==> src/hdl/rip_regs.svh <==
// Notes on behaviour
// - after power-up every register clears low without any device clock edge.
// - after the clear each pin shows the cleared value through its polarity select.
// - high voltage on the preload pin puts the device in preload mode.
// - in preload a clock pulse copies every I/O pin level into all ten registers.
// - preload loads the pin level directly, ignoring the polarity select.
// - each register loads high or low independently, any combination allowed.
`ifndef RIP_REGS_SVH
`define RIP_REGS_SVH

`define RIP_NUM_REGS        10
`define RIP_REG_RESET       10'h000
`define RIP_CLK_PERIOD_NS   10
`define RIP_TPR_TYP_NS      600
`define RIP_TPR_MAX_NS      1000
`define RIP_TPR_CYCLES      (`RIP_TPR_MAX_NS / `RIP_CLK_PERIOD_NS)
`define RIP_TPR_CNT_W       7

`endif

==> src/hdl/rip_pkg.sv <==
`include "rip_regs.svh"

package rip_pkg;

  typedef logic [`RIP_NUM_REGS-1:0] rip_word_t;

  // levels seen on the device pins
  typedef struct packed {
    logic      preload_hv;
    logic      dev_clk;
    rip_word_t io_level;
  } rip_pins_s;

  typedef enum logic [0:0] {
    RIP_CLEARING,
    RIP_RUNNING
  } rip_state_e;

endpackage

==> src/hdl/rip_preload.sv <==
`timescale 1ns/1ps
`include "rip_regs.svh"

module rip_preload
  import rip_pkg::*;
(
  // clock and reset
  input  wire logic      ref_clk,
  input  wire logic      rst_n,
  // device pins
  input  wire rip_pins_s pins,
  // logic array and polarity configuration
  input  wire rip_word_t array_next,
  input  wire rip_word_t output_polarity_select,
  // register state and pin levels
  output rip_word_t      reg_q,
  output rip_word_t      pin_level,
  output logic           preload_active,
  output logic           clear_busy
);

  rip_pins_s                 pins_meta;
  rip_pins_s                 pins_sync;
  logic                      dev_clk_prev;
  rip_state_e                state;
  rip_state_e                next_state;
  logic [`RIP_TPR_CNT_W-1:0] tpr_cnt;
  logic [`RIP_TPR_CNT_W-1:0] next_tpr_cnt;
  rip_word_t                 next_reg;

  // synchronised pin views
  wire logic      dev_clk_level;
  wire logic      preload_level;
  wire rip_word_t io_level_sync;

  // decodes of the interval state and the clock pin
  wire logic      clearing_now;
  wire logic      clearing_next;
  wire logic      running_now;
  wire logic      dev_clk_edge;
  wire logic      dev_clk_rise;
  wire logic      tpr_done;

  // load selection and next output values
  wire logic      in_preload;
  wire logic      do_preload;
  wire logic      do_normal;
  wire rip_word_t next_pin_level;
  wire logic      next_preload_active;
  wire logic      next_clear_busy;

  // true while the power-up reset interval is still running
  function automatic logic rip_is_clearing(input rip_state_e s);
    return (s == RIP_CLEARING);
  endfunction

  // rising edge of a synchronised level against its delayed copy
  function automatic logic rip_rose(input logic cur, input logic prev);
    return cur & ~prev;
  endfunction

  // one register bit: clear wins, then pin preload, then array load, else hold
  function automatic logic rip_next_bit(
    input logic clr,
    input logic from_pin,
    input logic from_array,
    input logic pin_bit,
    input logic array_bit,
    input logic cur_bit
  );
    logic nb;
    nb = cur_bit;
    if (clr) begin
      nb = 1'b0;
    end else if (from_pin) begin
      nb = pin_bit;
    end else if (from_array) begin
      nb = array_bit;
    end
    return nb;
  endfunction

  // first synchroniser stage, read by nothing but the second
  always_ff @(posedge ref_clk) begin
    if (!rst_n) begin
      pins_meta <= '0;
    end else begin
      pins_meta <= pins;
    end
  end

  // second stage, the only pin view the logic reads
  always_ff @(posedge ref_clk) begin
    if (!rst_n) begin
      pins_sync <= '0;
    end else begin
      pins_sync <= pins_meta;
    end
  end

  // named fields of the second stage
  assign dev_clk_level = pins_sync.dev_clk;
  assign preload_level = pins_sync.preload_hv;
  assign io_level_sync = pins_sync.io_level;

  // low after reset, like the idle pin, so no false rise follows reset
  always_ff @(posedge ref_clk) begin
    if (!rst_n) begin
      dev_clk_prev <= 1'b0;
    end else begin
      dev_clk_prev <= dev_clk_level;
    end
  end

  // state decodes shared by edge gating, registers and busy flag
  assign clearing_now  = rip_is_clearing(state);
  assign clearing_next = rip_is_clearing(next_state);
  assign running_now   = ~clearing_now;
  assign dev_clk_edge  = rip_rose(dev_clk_level, dev_clk_prev);

  // clock edges inside the interval are ignored
  assign dev_clk_rise = dev_clk_edge & running_now;
  // worst-case interval, so a slow supply still gets its full clear
  assign tpr_done     = (tpr_cnt == `RIP_TPR_CNT_W'(`RIP_TPR_CYCLES - 1));

  // preload mode while high voltage present
  assign in_preload = preload_level;
  // clock pulse in preload loads pins
  assign do_preload = dev_clk_rise & in_preload;
  // normal edge reloads from the array
  assign do_normal  = dev_clk_rise & ~in_preload;

  // power-up reset interval sequencing
  always_comb begin
    next_state   = state;
    next_tpr_cnt = tpr_cnt;
    unique case (state)
      RIP_CLEARING: begin
        next_tpr_cnt = tpr_cnt + `RIP_TPR_CNT_W'(1);
        if (tpr_done) begin
          next_state = RIP_RUNNING;
        end
      end
      RIP_RUNNING: begin
        next_tpr_cnt = '0;
      end
    endcase
  end

  // interval state
  always_ff @(posedge ref_clk) begin
    if (!rst_n) begin
      state <= RIP_CLEARING;
    end else begin
      state <= next_state;
    end
  end

  // interval counter, idle at zero from the second running cycle
  always_ff @(posedge ref_clk) begin
    if (!rst_n) begin
      tpr_cnt <= '0;
    end else begin
      tpr_cnt <= next_tpr_cnt;
    end
  end

  // per-register next value
  generate
    for (genvar i = 0; i < `RIP_NUM_REGS; i++) begin : g_reg
      // each bit loaded on its own
      assign next_reg[i] = rip_next_bit(clearing_now, do_preload, do_normal,
                                        io_level_sync[i], array_next[i], reg_q[i]);
    end
  endgenerate

  always_ff @(posedge ref_clk) begin
    if (!rst_n) begin
      reg_q <= `RIP_REG_RESET;
    end else begin
      reg_q <= next_reg;
    end
  end

  assign next_pin_level = next_reg ^ output_polarity_select;

  // pin levels move in the same cycle as the registers
  always_ff @(posedge ref_clk) begin
    if (!rst_n) begin
      pin_level <= `RIP_REG_RESET;
    end else begin
      pin_level <= next_pin_level;
    end
  end

  // flag follows the synchronised preload pin
  assign next_preload_active = in_preload;
  assign next_clear_busy     = clearing_next;

  always_ff @(posedge ref_clk) begin
    if (!rst_n) begin
      preload_active <= 1'b0;
    end else begin
      preload_active <= next_preload_active;
    end
  end

  // busy for the whole power-up reset interval
  always_ff @(posedge ref_clk) begin
    if (!rst_n) begin
      clear_busy <= 1'b1;
    end else begin
      clear_busy <= next_clear_busy;
    end
  end

endmodule

==> config.mk <==
export PLATFORM = sky130hd
export DESIGN_NAME = rip_preload
export DESIGN_NICKNAME = d
export VERILOG_FILES = /design/src/hdl/rip_pkg.sv /design/src/hdl/rip_preload.sv
export VERILOG_INCLUDE_DIRS = /design/src /design/src/hdl
export SDC_FILE = /design/constraint.sdc
export NUM_CORES = 1
export LEC_CHECK = 0
export BUFFER_PORTS_ARGS = -buffer_cell sky130_fd_sc_hd__buf_2
export CAP_MARGIN = 0
export CORE_ASPECT_RATIO = 0.9
export CORE_MARGIN = 3
export CORE_UTILIZATION = 25
export DETAILED_ROUTE_END_ITERATION = 16
export HOLD_SLACK_MARGIN = 0.1
export PLACE_DENSITY = 0.55
export SYNTH_ARGS = -nofsm -noshare
export SYNTH_HDL_FRONTEND = slang
export SYNTH_SLANG_ARGS = --single-unit
==> constraint.sdc <==
create_clock -name ref_clk -period 1.7 [get_ports ref_clk]
set_input_delay 0.425 -clock ref_clk [delete_from_list [all_inputs] [get_ports ref_clk]]
set_output_delay 0.425 -clock ref_clk [all_outputs]
set_load 0.01 [all_outputs]
* After elaboration in Yosys (flattened, before gate mapping) *
Cells that the tools add are included.

word-level totals
  register bits after elaboration = 55
  bits of input ports = 34
  word-level logic and storage cells = 57

cells by class
  add/sub/neg operators = 1
  equal/unequal tests = 1
  muxes and demuxes = 33
  bitwise gates (word level) = 9

operators with widths
  kind                                                           count
  1-bit 2-to-1 mux                                               32
  7-bit one-hot mux with 2 select lines                          1
  10-bit bitwise XOR                                             1
  7-bit by 1-bit adder with 7-bit output, second input constant  1
  7-bit == test, second input constant                           1
  1-bit AND                                                      4
  1-bit NOT                                                      4

* Logic depth before layout (Yosys ltp) *
Gate-level depths: netlist of the first run.

  depth after elaboration = 8
  mapped depth = 5
  mapped depth without buffers = 5

* Worst setup path before layout of the first run *
OpenSTA, ideal clock, no wires.

  path type = register to register
  start point = register pins_sync (netlist bit in_preload)
  end point = register pin_level[1]
  setup time = 0.072 ns
  data arrival time = 1.064 ns
  slack = 0.565 ns
  cell stages (with the launch flop) = 6
  path buffers = 1
  cell sequence = dfxtp_1 > buf_4 > mux2i_1 > nor2_1 > a21oi_1 > mux2i_1

on the way
  cells in the longest elaborated chain, start to end = 6
  elaborated cells between the ends (all ways) = 7

RTL lines
  item                    RTL line            source
  from (decl)             rip_preload.sv:23   rip_pins_s pins_sync;
  from (signal assigned)  rip_preload.sv:97   pins_sync <= pins_meta;
  1-bit NOT               rip_preload.sv:131  assign do_normal = dev_clk_rise & ~in_preload;
  1-bit AND               rip_preload.sv:131
  1-bit 2-to-1 mux        rip_preload.sv:77   end else if (from_array) begin
  1-bit 2-to-1 mux (*)    rip_preload.sv:75   end else if (from_pin) begin
  1-bit 2-to-1 mux (*)    rip_preload.sv:73   if (clr) begin
  10-bit bitwise XOR (*)  rip_preload.sv:185  assign next_pin_level = next_reg ^ output_polarity_select;
  to (signal assigned)    rip_preload.sv:190  pin_level <= `RIP_REG_RESET;
  to (signal assigned)    rip_preload.sv:192  pin_level <= next_pin_level;
  to (decl)               rip_preload.sv:17   output rip_word_t pin_level,

Every way passes the cells marked *; elsewhere a longest branch is shown, timed or not.
A chain may end at the register's enable or synchronous reset.

* Worst setup path after layout of the first run *
  start point = register pins_sync (netlist bit in_preload)
  end point = register pin_level[6]

Same word-level chain as after synthesis.

==> metrics.cfg, run 1 <==
[outcome]
outcome = completed

[route]
wl_per_cell_um = 11.03
wirelength_mm = 3.829
firstDrtPassIters = 4
drtAntennaViolNets = 0
drc = 0
via_count = 1394
drt_iter0_markers = 35
via_per_inst = 4.017

[critical_path]
cp_slowest_stage_delay_ns = 0.50
path_class = flop to flop
cp_top_family = flip-flops
path_common_cell = mux2i_1
cp.required_ns = 1.93
crit_path_top_delay_cell = dfxtp_1
worst_ep_arrival_time_ns = 1.69
startpoint_type = flop
critPathMaxFanout = 6
endpoint_kind = flop
crit_buf_inv = 1
crit_path_cell_trace = buf_4 > mux2i_1 > nor2_1 > a21oi_1 > mux2i_1

[sta]
setup_tns_ns = 0
post-route-min-period_ns = 1.464
hold_violations = 0
post-route-period-util_pct = 86.14
clock-skew-final_ns = 0.005637
rsz0062_at_grt = no
relSlewSlack_pct = 74.73
slew_viol_final = 0
tightest_slew_ns = 0.3781
max_freq_mhz = 682.9
finalSetupViolations = 0

[clocking]
cts_buffers = 5
htreeDepth = 2
post_cts_buffers = 0
cts_tree = built
clock-sinks = 55
path_clk_slew_ns = 0.09
cts_resized = 0
ctsHoldBuffers = 0
insertion_delay_ns = 0.30
ctsLongestPathBuffers = 2
clockRootBuffer = clkbuf_8

[synth]
synth_area_leader_cell = dfxtp_1
synthTopCellsByCount = dfxtp_1, nor2_1, and2_1, a21oi_1, mux2i_1
ys_top_cells_by_area = dfxtp_1, mux2i_1, and2_1, nor2_1, a21oi_1
netlist_area_um2 = 1956
yosysMostFrequentCell = dfxtp_1
synth_edf_count = 0
yosys_warnings = 0
synth_area_per_cell_um2 = 9.978
synth-seq-cells = 55
postSynth.asyncResetShare_pct = 0
synth_cell_type_count = 21
ys_seq_area_share_pct = 56.30
synth_nets = 231
synth_top_area_share_pct = 56.30
synthFlopType = dfxtp_1
synthCells = 196

[power_and_ir_drop]
p_int_mw = 1.889
power_frac_clock_pct = 36.9
power_density_nw_per_um2 = 967.8
p_leak_nw = 1.117
pwr-share-comb_pct = 6.1
p_seq_share_pct = 57.0
p_sw_share_pct = 20.11
switching_power_uw = 475.7
ir_worst_vdd_mv = 0.4473

[final_layout]
drive_gt1_share_pct = 26.38
diodes = 0
syn_to_final_growth_pct = 24.95
final_cell_area_um2 = 2444
fin_nets = 288

[die]
initial_utilization_pct = 26.68
core_um2 = 7330
die_h_um = 89.91
die_area_um2 = 8921
pin_count = 56
die_x_um = 99.23
rows = 29

[global_route]
antenna_found_initial = 0
grt_max_degree = 31
grt_pass1_wl_mm = 6.492
grt_overflow_total = 0
grtUsageTotal_pct = 9.141
grt_pass1_vias = 1376

[placed_design]
dp_hpwl_mm = 2.993
gp_congestion = 0.7023
port_buffers = 55
postPlaceCellArea_um2 = 2326

[flow_run]
cap_violations = 0

[worst_hold_path]
hold_class = primary input to flop

[through the flow]
stage               hold WS (ns)  power (mW)  cells  utilization [%]  worst slack, ns
global placement          0.4153       1.524    339            31.73           0.2607
finish                    0.3272       2.365    347            33.34           0.2356
global route              0.3165       2.484    347            33.34          0.07083
detailed placement        0.4186       1.528    339            31.73           0.2481
floorplan                 0.4119       1.459    196                -           0.5648
CTS                       0.3146       2.403    347            33.34           0.2105
[power groups by stage]
stage	combinational, mW	clock, mW	sequential [mW]
3_5_place_dp	0.148	0	1.38
5_1_grt	0.166	0.962	1.36
3_3_place_gp	0.146	0	1.38
6_report	0.144	0.872	1.35
4_1_cts	0.148	0.904	1.35
2_1_floorplan	0.0764	0	1.38
[cells in the final DEF (no fill, tap or decap), drive strengths merged]
cell type,Yosys,final
inv,3,3
nand3,2,2
a21oi,20,20
clkinv,0,1
nand3b,1,1
a21boi,1,1
clkbuf,4,6
dfxtp,55,55
nand2b,11,11
o21ai,1,1
ha,1,1
nand2,11,11
xnor2,3,3
and3,3,3
mux2i,20,20
bufinv,0,1
xor2,2,2
buf,4,58
nor2,27,27
and2,26,26
nor4b,1,1
[layout make-up]
| cell class | instances | area [um^2] |
|---|---|---|
| well taps | 93 | 116.4 |
| fillers | 794 | 4886 |
| clock buffers | 6 | 82.58 |
| clock inverters | 2 | 35.03 |
| inverters | 3 | 11.26 |
| flip-flops and latches | 55 | 1101 |
| multi-input cells | 130 | 799.5 |
| repair buffers | 58 | 297.8 |
[kinds of logic (layout without fill, tap and decap cells)]
logic type,count (synthesis),count (layout),share of synthesized area (%)
flip-flops,55,55,56.30
AO/OA/AOI/OAI,22,22,6.334
AND/OR/NAND/NOR,82,82,21.43
adder cells (fa/ha/maj),1,1,0.6397
XOR/XNOR,5,5,2.240
buffers and inverters,11,69,2.815
multiplexers,20,20,10.24
[final timing paths]
| kind | from | end | slack (ns) | cells past startpoint |
|---|---|---|---|---|
| worst min register to register | pins_meta[5]$_SDFF_PN0_ | io_level_sync[5]$_SDFF_PN0_ | 0.44 | 1 |
| worst max register to register | in_preload$_SDFF_PN0_ | pin_level[6]$_SDFF_PN0_ | 0.24 | 5 |
| worst min-delay path | pins[11] | pins_meta[11]$_SDFF_PN0_ | 0.33 | 2 |
| worst max-delay path | in_preload$_SDFF_PN0_ | pin_level[6]$_SDFF_PN0_ | 0.24 | 5 |
[per-layer routing]
metal	global-route usage (%)	vias up	wire (um)
li1	-	747	-
met1	11.92	607	1808
met2	13.98	35	1743
met3	3.251	5	239
met4	3.072	0	37
met5	0	-	0
[sequential cells by signal, summed over array words and instances (netlist names)]
register	cells
pins_meta	12
io_level_sync	10
pin_level	10
reg_q	10
tpr_cnt	7
clear_busy	1
dev_clk_level	1
dev_clk_prev	1
in_preload	1
preload_active	1
running_now	1
(Power assumes the default switching activity.)
==> run 2: changes to the inputs <==
==> constraint.sdc (replaced) <==
create_clock -name ref_clk -period 1.55 [get_ports ref_clk]
set_input_delay 0.3875 -clock ref_clk [delete_from_list [all_inputs] [get_ports ref_clk]]
set_output_delay 0.3875 -clock ref_clk [all_outputs]
set_load 0.01 [all_outputs]
==> metrics.cfg, run 2 (synthesized netlist as in run 1, its figures left out) <==
[sta]
post-route-period-util_pct = 87.43  ; +1.3 points
slew_viol_final = 0  ; unchanged
finalSetupViolations = 0  ; unchanged
clock-skew-final_ns = 0.004751  ; -0.0008859 ns
max_freq_mhz = 737.9  ; +8.1%
hold_violations = 0  ; unchanged
rsz0062_at_grt = no
setup_tns_ns = 0  ; unchanged
tightest_slew_ns = 0.3592  ; -0.01893 ns
relSlewSlack_pct = 76.00  ; +1.3 points
post-route-min-period_ns = 1.355  ; -0.1093 ns

[flow_run]
cap_violations = 0  ; unchanged

[final_layout]
area.sequential_um2 = 1101  ; unchanged
multi_input_area_um2 = 799.5  ; unchanged
top_register = pins_meta
diodes = 0  ; unchanged
nFillCells = 793  ; -0.13%
syn_to_final_growth_pct = 25.08
largest_reg_flops = 12  ; unchanged
mostFrequentLayoutCells = dfxtp_1, buf_2, nor2_1
drive_gt1_share_pct = 26.27  ; -0.10 points
instances_no_fill = 348  ; +0.29%
fin_nets = 289  ; +0.35%

[placed_design]
dp_hpwl_mm = 2.878  ; -3.8%
port_buffers = 55  ; unchanged
gp_congestion = 0.6877  ; -2.1%
dp.cells = 340  ; +0.29%

[critical_path]
endpoint_kind = flop
cp_top_family = flip-flops
critPathMaxFanout = 8  ; +2
cp.required_ns = 1.77  ; -0.16 ns
path_class = flop to flop
path_common_cell = mux2i_1
startpoint_type = flop
crit_path_cell_trace = buf_4 > mux2i_1 > nor2_1 > a21oi_1 > mux2i_1
cp_slowest_stage_delay_ns = 0.42  ; -0.08 ns
crit_buf_inv = 1  ; unchanged
worstSetupStartpoint = in_preload$_SDFF_PN0_
worst_ep_arrival_time_ns = 1.58  ; -0.11 ns
crit_path_top_delay_cell = dfxtp_1
reg2reg_from = in_preload$_SDFF_PN0_

[global_route]
grt_max_degree = 21  ; -32%
grtUsageTotal_pct = 8.676  ; -0.46 points
antenna_found_initial = 0  ; unchanged
grt_pass1_wl_mm = 6.223  ; -4.1%
grt_pass1_vias = 1346  ; -2.2%
grt_overflow_total = 0  ; unchanged

[die]
core_um2 = 7330  ; unchanged
pin_count = 56  ; unchanged
die_area_um2 = 8921  ; unchanged
die_x_um = 99.23  ; unchanged
initial_utilization_pct = 26.68  ; unchanged
rows = 29  ; unchanged
die_h_um = 89.91  ; unchanged

[power_and_ir_drop]
switching_power_uw = 512.3  ; +7.7%
p_seq_share_pct = 59.7  ; +2.7 points
power_frac_clock_pct = 33.6  ; -3.3 points
p_leak_nw = 1.117  ; about the same
p_int_mw = 1.963  ; +3.9%
ir_worst_vdd_mv = 0.3460  ; -23%
power_density_nw_per_um2 = 1012  ; +4.6%
pwr-share-comb_pct = 6.7  ; +0.6 points
p_sw_share_pct = 20.70  ; +0.59 points

[clocking]
htreeDepth = 2  ; unchanged
ctsHoldBuffers = 0  ; unchanged
cts_buffers = 5  ; unchanged
clockRootBuffer = clkbuf_8
cts_tree = built
clock-sinks = 55  ; unchanged
ctsLongestPathBuffers = 2  ; unchanged
cts_resized = 0  ; unchanged
post_cts_buffers = 0  ; unchanged
path_clk_slew_ns = 0.09  ; about the same
insertion_delay_ns = 0.29  ; about the same

[route]
firstDrtPassIters = 4  ; unchanged
wirelength_mm = 3.740  ; -2.3%
drtAntennaViolNets = 0  ; unchanged
drt_iter0_markers = 35  ; unchanged
wl_per_cell_um = 10.75  ; -2.6%
drc = 0  ; unchanged
via_per_inst = 4.069  ; +1.3%
via_count = 1416  ; +1.6%

[outcome]
outcome = completed

[worst_hold_path]
worstHoldStart = pins[11]
hold_class = primary input to flop

## run 2: layout make-up
class / instances / area share (%)
clock buffers: 8 / 4.092
multi-input cells: 130 / 32.69
flip-flops and latches: 55 / 45.01
well taps: 93 / 4.757
repair buffers: 59 / 12.99
inverters: 3 / 0.4604
## run 2: metal layers
layer / wire length (um) / GRT usage (%) / up-vias
li1: - / - / 747
met1: 1688 / 10.83 / 633
met2: 1757 / 14.04 / 34
met3: 269 / 3.173 / 2
met4: 24 / 2.389 / 0
met5: 0 / 0 / -
## run 2: path summary, 6_finish.rpt
check | end | slack, ns | cells past startpoint
hold reg to reg | io_level_sync[1]$_SDFF_PN0_ | 0.44 | 1
setup / recovery | pin_level[2]$_SDFF_PN0_ | 0.19 | 5
setup reg to reg | pin_level[2]$_SDFF_PN0_ | 0.19 | 5
hold / removal | pins_meta[11]$_SDFF_PN0_ | 0.29 | 2
## run 2: power by group through the flow
stage | Clock, mW | Combinational, mW | Sequential (mW)
floorplan | 0 | 0.0838 | 1.52
global placement | 0 | 0.168 | 1.51
detailed placement | 0 | 0.170 | 1.51
CTS | 0.870 | 0.171 | 1.48
global route | 0.932 | 0.189 | 1.48
finish | 0.831 | 0.166 | 1.48
## run 2: metrics by stage
step           util (%)  cell area [um^2]  total power, mW  setup slack, ns  hold WS (ns)
6_report          33.37              2446            2.475           0.1949        0.2929
2_1_floorplan         -              1956            1.600           0.4148        0.4119
3_3_place_gp      32.01              2346            1.679           0.2037        0.4186
3_5_place_dp      32.01              2346            1.683           0.1937        0.4184
4_1_cts           33.37              2446            2.521           0.1670        0.2845
5_1_grt           33.37              2446            2.606          0.05766        0.2824
==> run 3: changes to the inputs <==
==> constraint.sdc (replaced) <==
create_clock -name ref_clk -period 1.3 [get_ports ref_clk]
set_input_delay 0.325 -clock ref_clk [delete_from_list [all_inputs] [get_ports ref_clk]]
set_output_delay 0.325 -clock ref_clk [all_outputs]
set_load 0.01 [all_outputs]
==> metrics.cfg, run 3 (synthesized netlist as in run 1, its figures left out) <==
[route]
drc = 0  ; unchanged
via_per_inst = 4.069  ; about the same
wirelength_mm = 4.011  ; +7.2%
firstDrtPassIters = 4  ; unchanged
via_count = 1424  ; +0.56%
drt_iter0_markers = 33  ; -5.7%
drtAntennaViolNets = 0  ; unchanged
wl_per_cell_um = 11.46  ; +6.6%

[final_layout]
multi_input_area_um2 = 818.3  ; +2.3%
drive_gt1_share_pct = 28.79  ; +2.5 points
area.sequential_um2 = 1102  ; +0.11%
mostFrequentLayoutCells = buf_2, dfxtp_1, nor2_1
mostFrequentLayoutCell = buf_2
syn_to_final_growth_pct = 26.74
nFillCells = 774  ; -2.4%
diodes = 0  ; unchanged
top_register = pins_meta
fin_nets = 291  ; +0.69%
final_cell_area_um2 = 2479  ; +1.3%
largest_reg_flops = 12  ; unchanged

[critical_path]
path_class = flop to flop
cp.required_ns = 1.49  ; -0.28 ns
cp_top_family = flip-flops
crit_buf_inv = 1  ; unchanged
worst_ep_arrival_time_ns = 1.40  ; -0.18 ns
crit_path_top_delay_cell = dfxtp_1
endpoint_kind = flop
startpoint_type = flop
crit_path_cell_trace = nand3b_1 > buf_12 > nor2_1 > a21oi_2 > mux2i_1
critPathMaxFanout = 20  ; +12
cp_slowest_stage_delay_ns = 0.41  ; about the same

[die]
die_x_um = 99.23  ; unchanged
die_h_um = 89.91  ; unchanged
core_um2 = 7330  ; unchanged
die_area_um2 = 8921  ; unchanged
rows = 29  ; unchanged
pin_count = 56  ; unchanged
initial_utilization_pct = 26.68  ; unchanged

[global_route]
grtUsageTotal_pct = 9.195  ; +0.52 points
grt_pass1_vias = 1376  ; +2.2%
grt_pass1_wl_mm = 6.527  ; +4.9%
grt_overflow_total = 0  ; unchanged
grt_max_degree = 27  ; +29%
antenna_found_initial = 0  ; unchanged

[power_and_ir_drop]
ir_worst_vdd_mv = 0.4011  ; +16%
power_density_nw_per_um2 = 1153  ; +14%
p_leak_nw = 1.127  ; +0.94%

[flow_run]
cap_violations = 0  ; unchanged

[clocking]
clockRootBuffer = clkbuf_8
ctsLongestPathBuffers = 2  ; unchanged
clock-sinks = 55  ; unchanged
cts_buffers = 5  ; unchanged
path_clk_slew_ns = 0.09  ; about the same
insertion_delay_ns = 0.30  ; about the same
cts_tree = built
htreeDepth = 2  ; unchanged

[sta]
max_freq_mhz = 830.2  ; +12%
hold_violations = 0  ; unchanged
setup_tns_ns = 0  ; unchanged
finalSetupViolations = 0  ; unchanged
post-route-period-util_pct = 92.66  ; +5.2 points
relSlewSlack_pct = 74.17  ; -1.8 points
tightest_slew_ns = 0.3866  ; +0.02740 ns
rsz0062_at_grt = no
hold_slack_ns = 0.2206  ; -0.07231 ns
clock-skew-final_ns = 0.005761  ; +0.001010 ns
post-route-min-period_ns = 1.205  ; -0.1506 ns
slew_viol_final = 0  ; unchanged

[placed_design]
postPlaceCellArea_um2 = 2354  ; +0.32%
dp_hpwl_mm = 2.972  ; +3.2%
port_buffers = 55  ; unchanged
gp_congestion = 0.6780  ; -1.4%

[outcome]
outcome = completed

[worst_hold_path]
hold_class = primary input to flop

[run 3: cell types whose count changed in the layout (fill, tap and decap cells not counted), sizes merged]
cell	delta
buf	+2
clkbuf	-1
clkinv	+1
[run 3: report_power, final]
group | internal [mW] | leakage [nW] | switching [mW]
Clock | 0.379 | 0.0422 | 0.517
Sequential | 1.74 | 0.452 | 0.0178
Combinational | 0.107 | 0.633 | 0.0919
Total | 2.23 | 1.13 | 0.627
[run 3: final timing paths]
kind	cells past startpoint	endpoint	start	slack, ns
hold reg to reg	1	io_level_sync[1]$_SDFF_PN0_	pins_meta[1]$_SDFF_PN0_	0.44
hold / removal	2	pins_meta[0]$_SDFF_PN0_	pins[0]	0.22
setup reg to reg	5	pin_level[7]$_SDFF_PN0_	dev_clk_level$_SDFF_PN0_	0.1
setup / recovery	5	pin_level[7]$_SDFF_PN0_	dev_clk_level$_SDFF_PN0_	0.1
[run 3: area by class of cell]
cell class | instances | area share, %
inverter | 3 | 0.4543
timing repair buffer | 61 | 14.08
multi-input combinational | 130 | 33.01
tap | 93 | 4.695
sequential | 55 | 44.47
clock buffer | 7 | 3.079
clock inverter | 1 | 0.2019
[run 3: repair_timing]
action | 4_1_cts | 5_1_grt
buffers inserted | 0 | 1
gates resized for setup | 0 | 7
endpoints found under the hold margin | 0 | 0
setup endpoints to repair | 0 | 9
hold buffers | 0 | 0
[run 3: stage by stage]
stage / util (%) / std cells / worst slack (ns) / total power [mW]
after floorplan: - / 196 / 0.1648 / 1.908
after global placement: 32.11 / 341 / 0.08079 / 2.001
after detailed placement: 32.11 / 341 / 0.02919 / 2.005
after CTS: 33.22 / 349 / 0.005974 / 2.910
after global routing: 33.82 / 350 / 0.0007436 / 2.993
final: 33.82 / 350 / 0.09541 / 2.858
[run 3: routing by layer]
| layer | vias to the layer above | routed length [um] | GRT usage [%] |
|---|---|---|---|
| met5 | - | 0 | 0 |
| met4 | 0 | 37 | 2.048 |
| met3 | 5 | 287 | 4.025 |
| met2 | 35 | 1841 | 14.77 |
| met1 | 633 | 1844 | 11.37 |
| li1 | 751 | - | - |
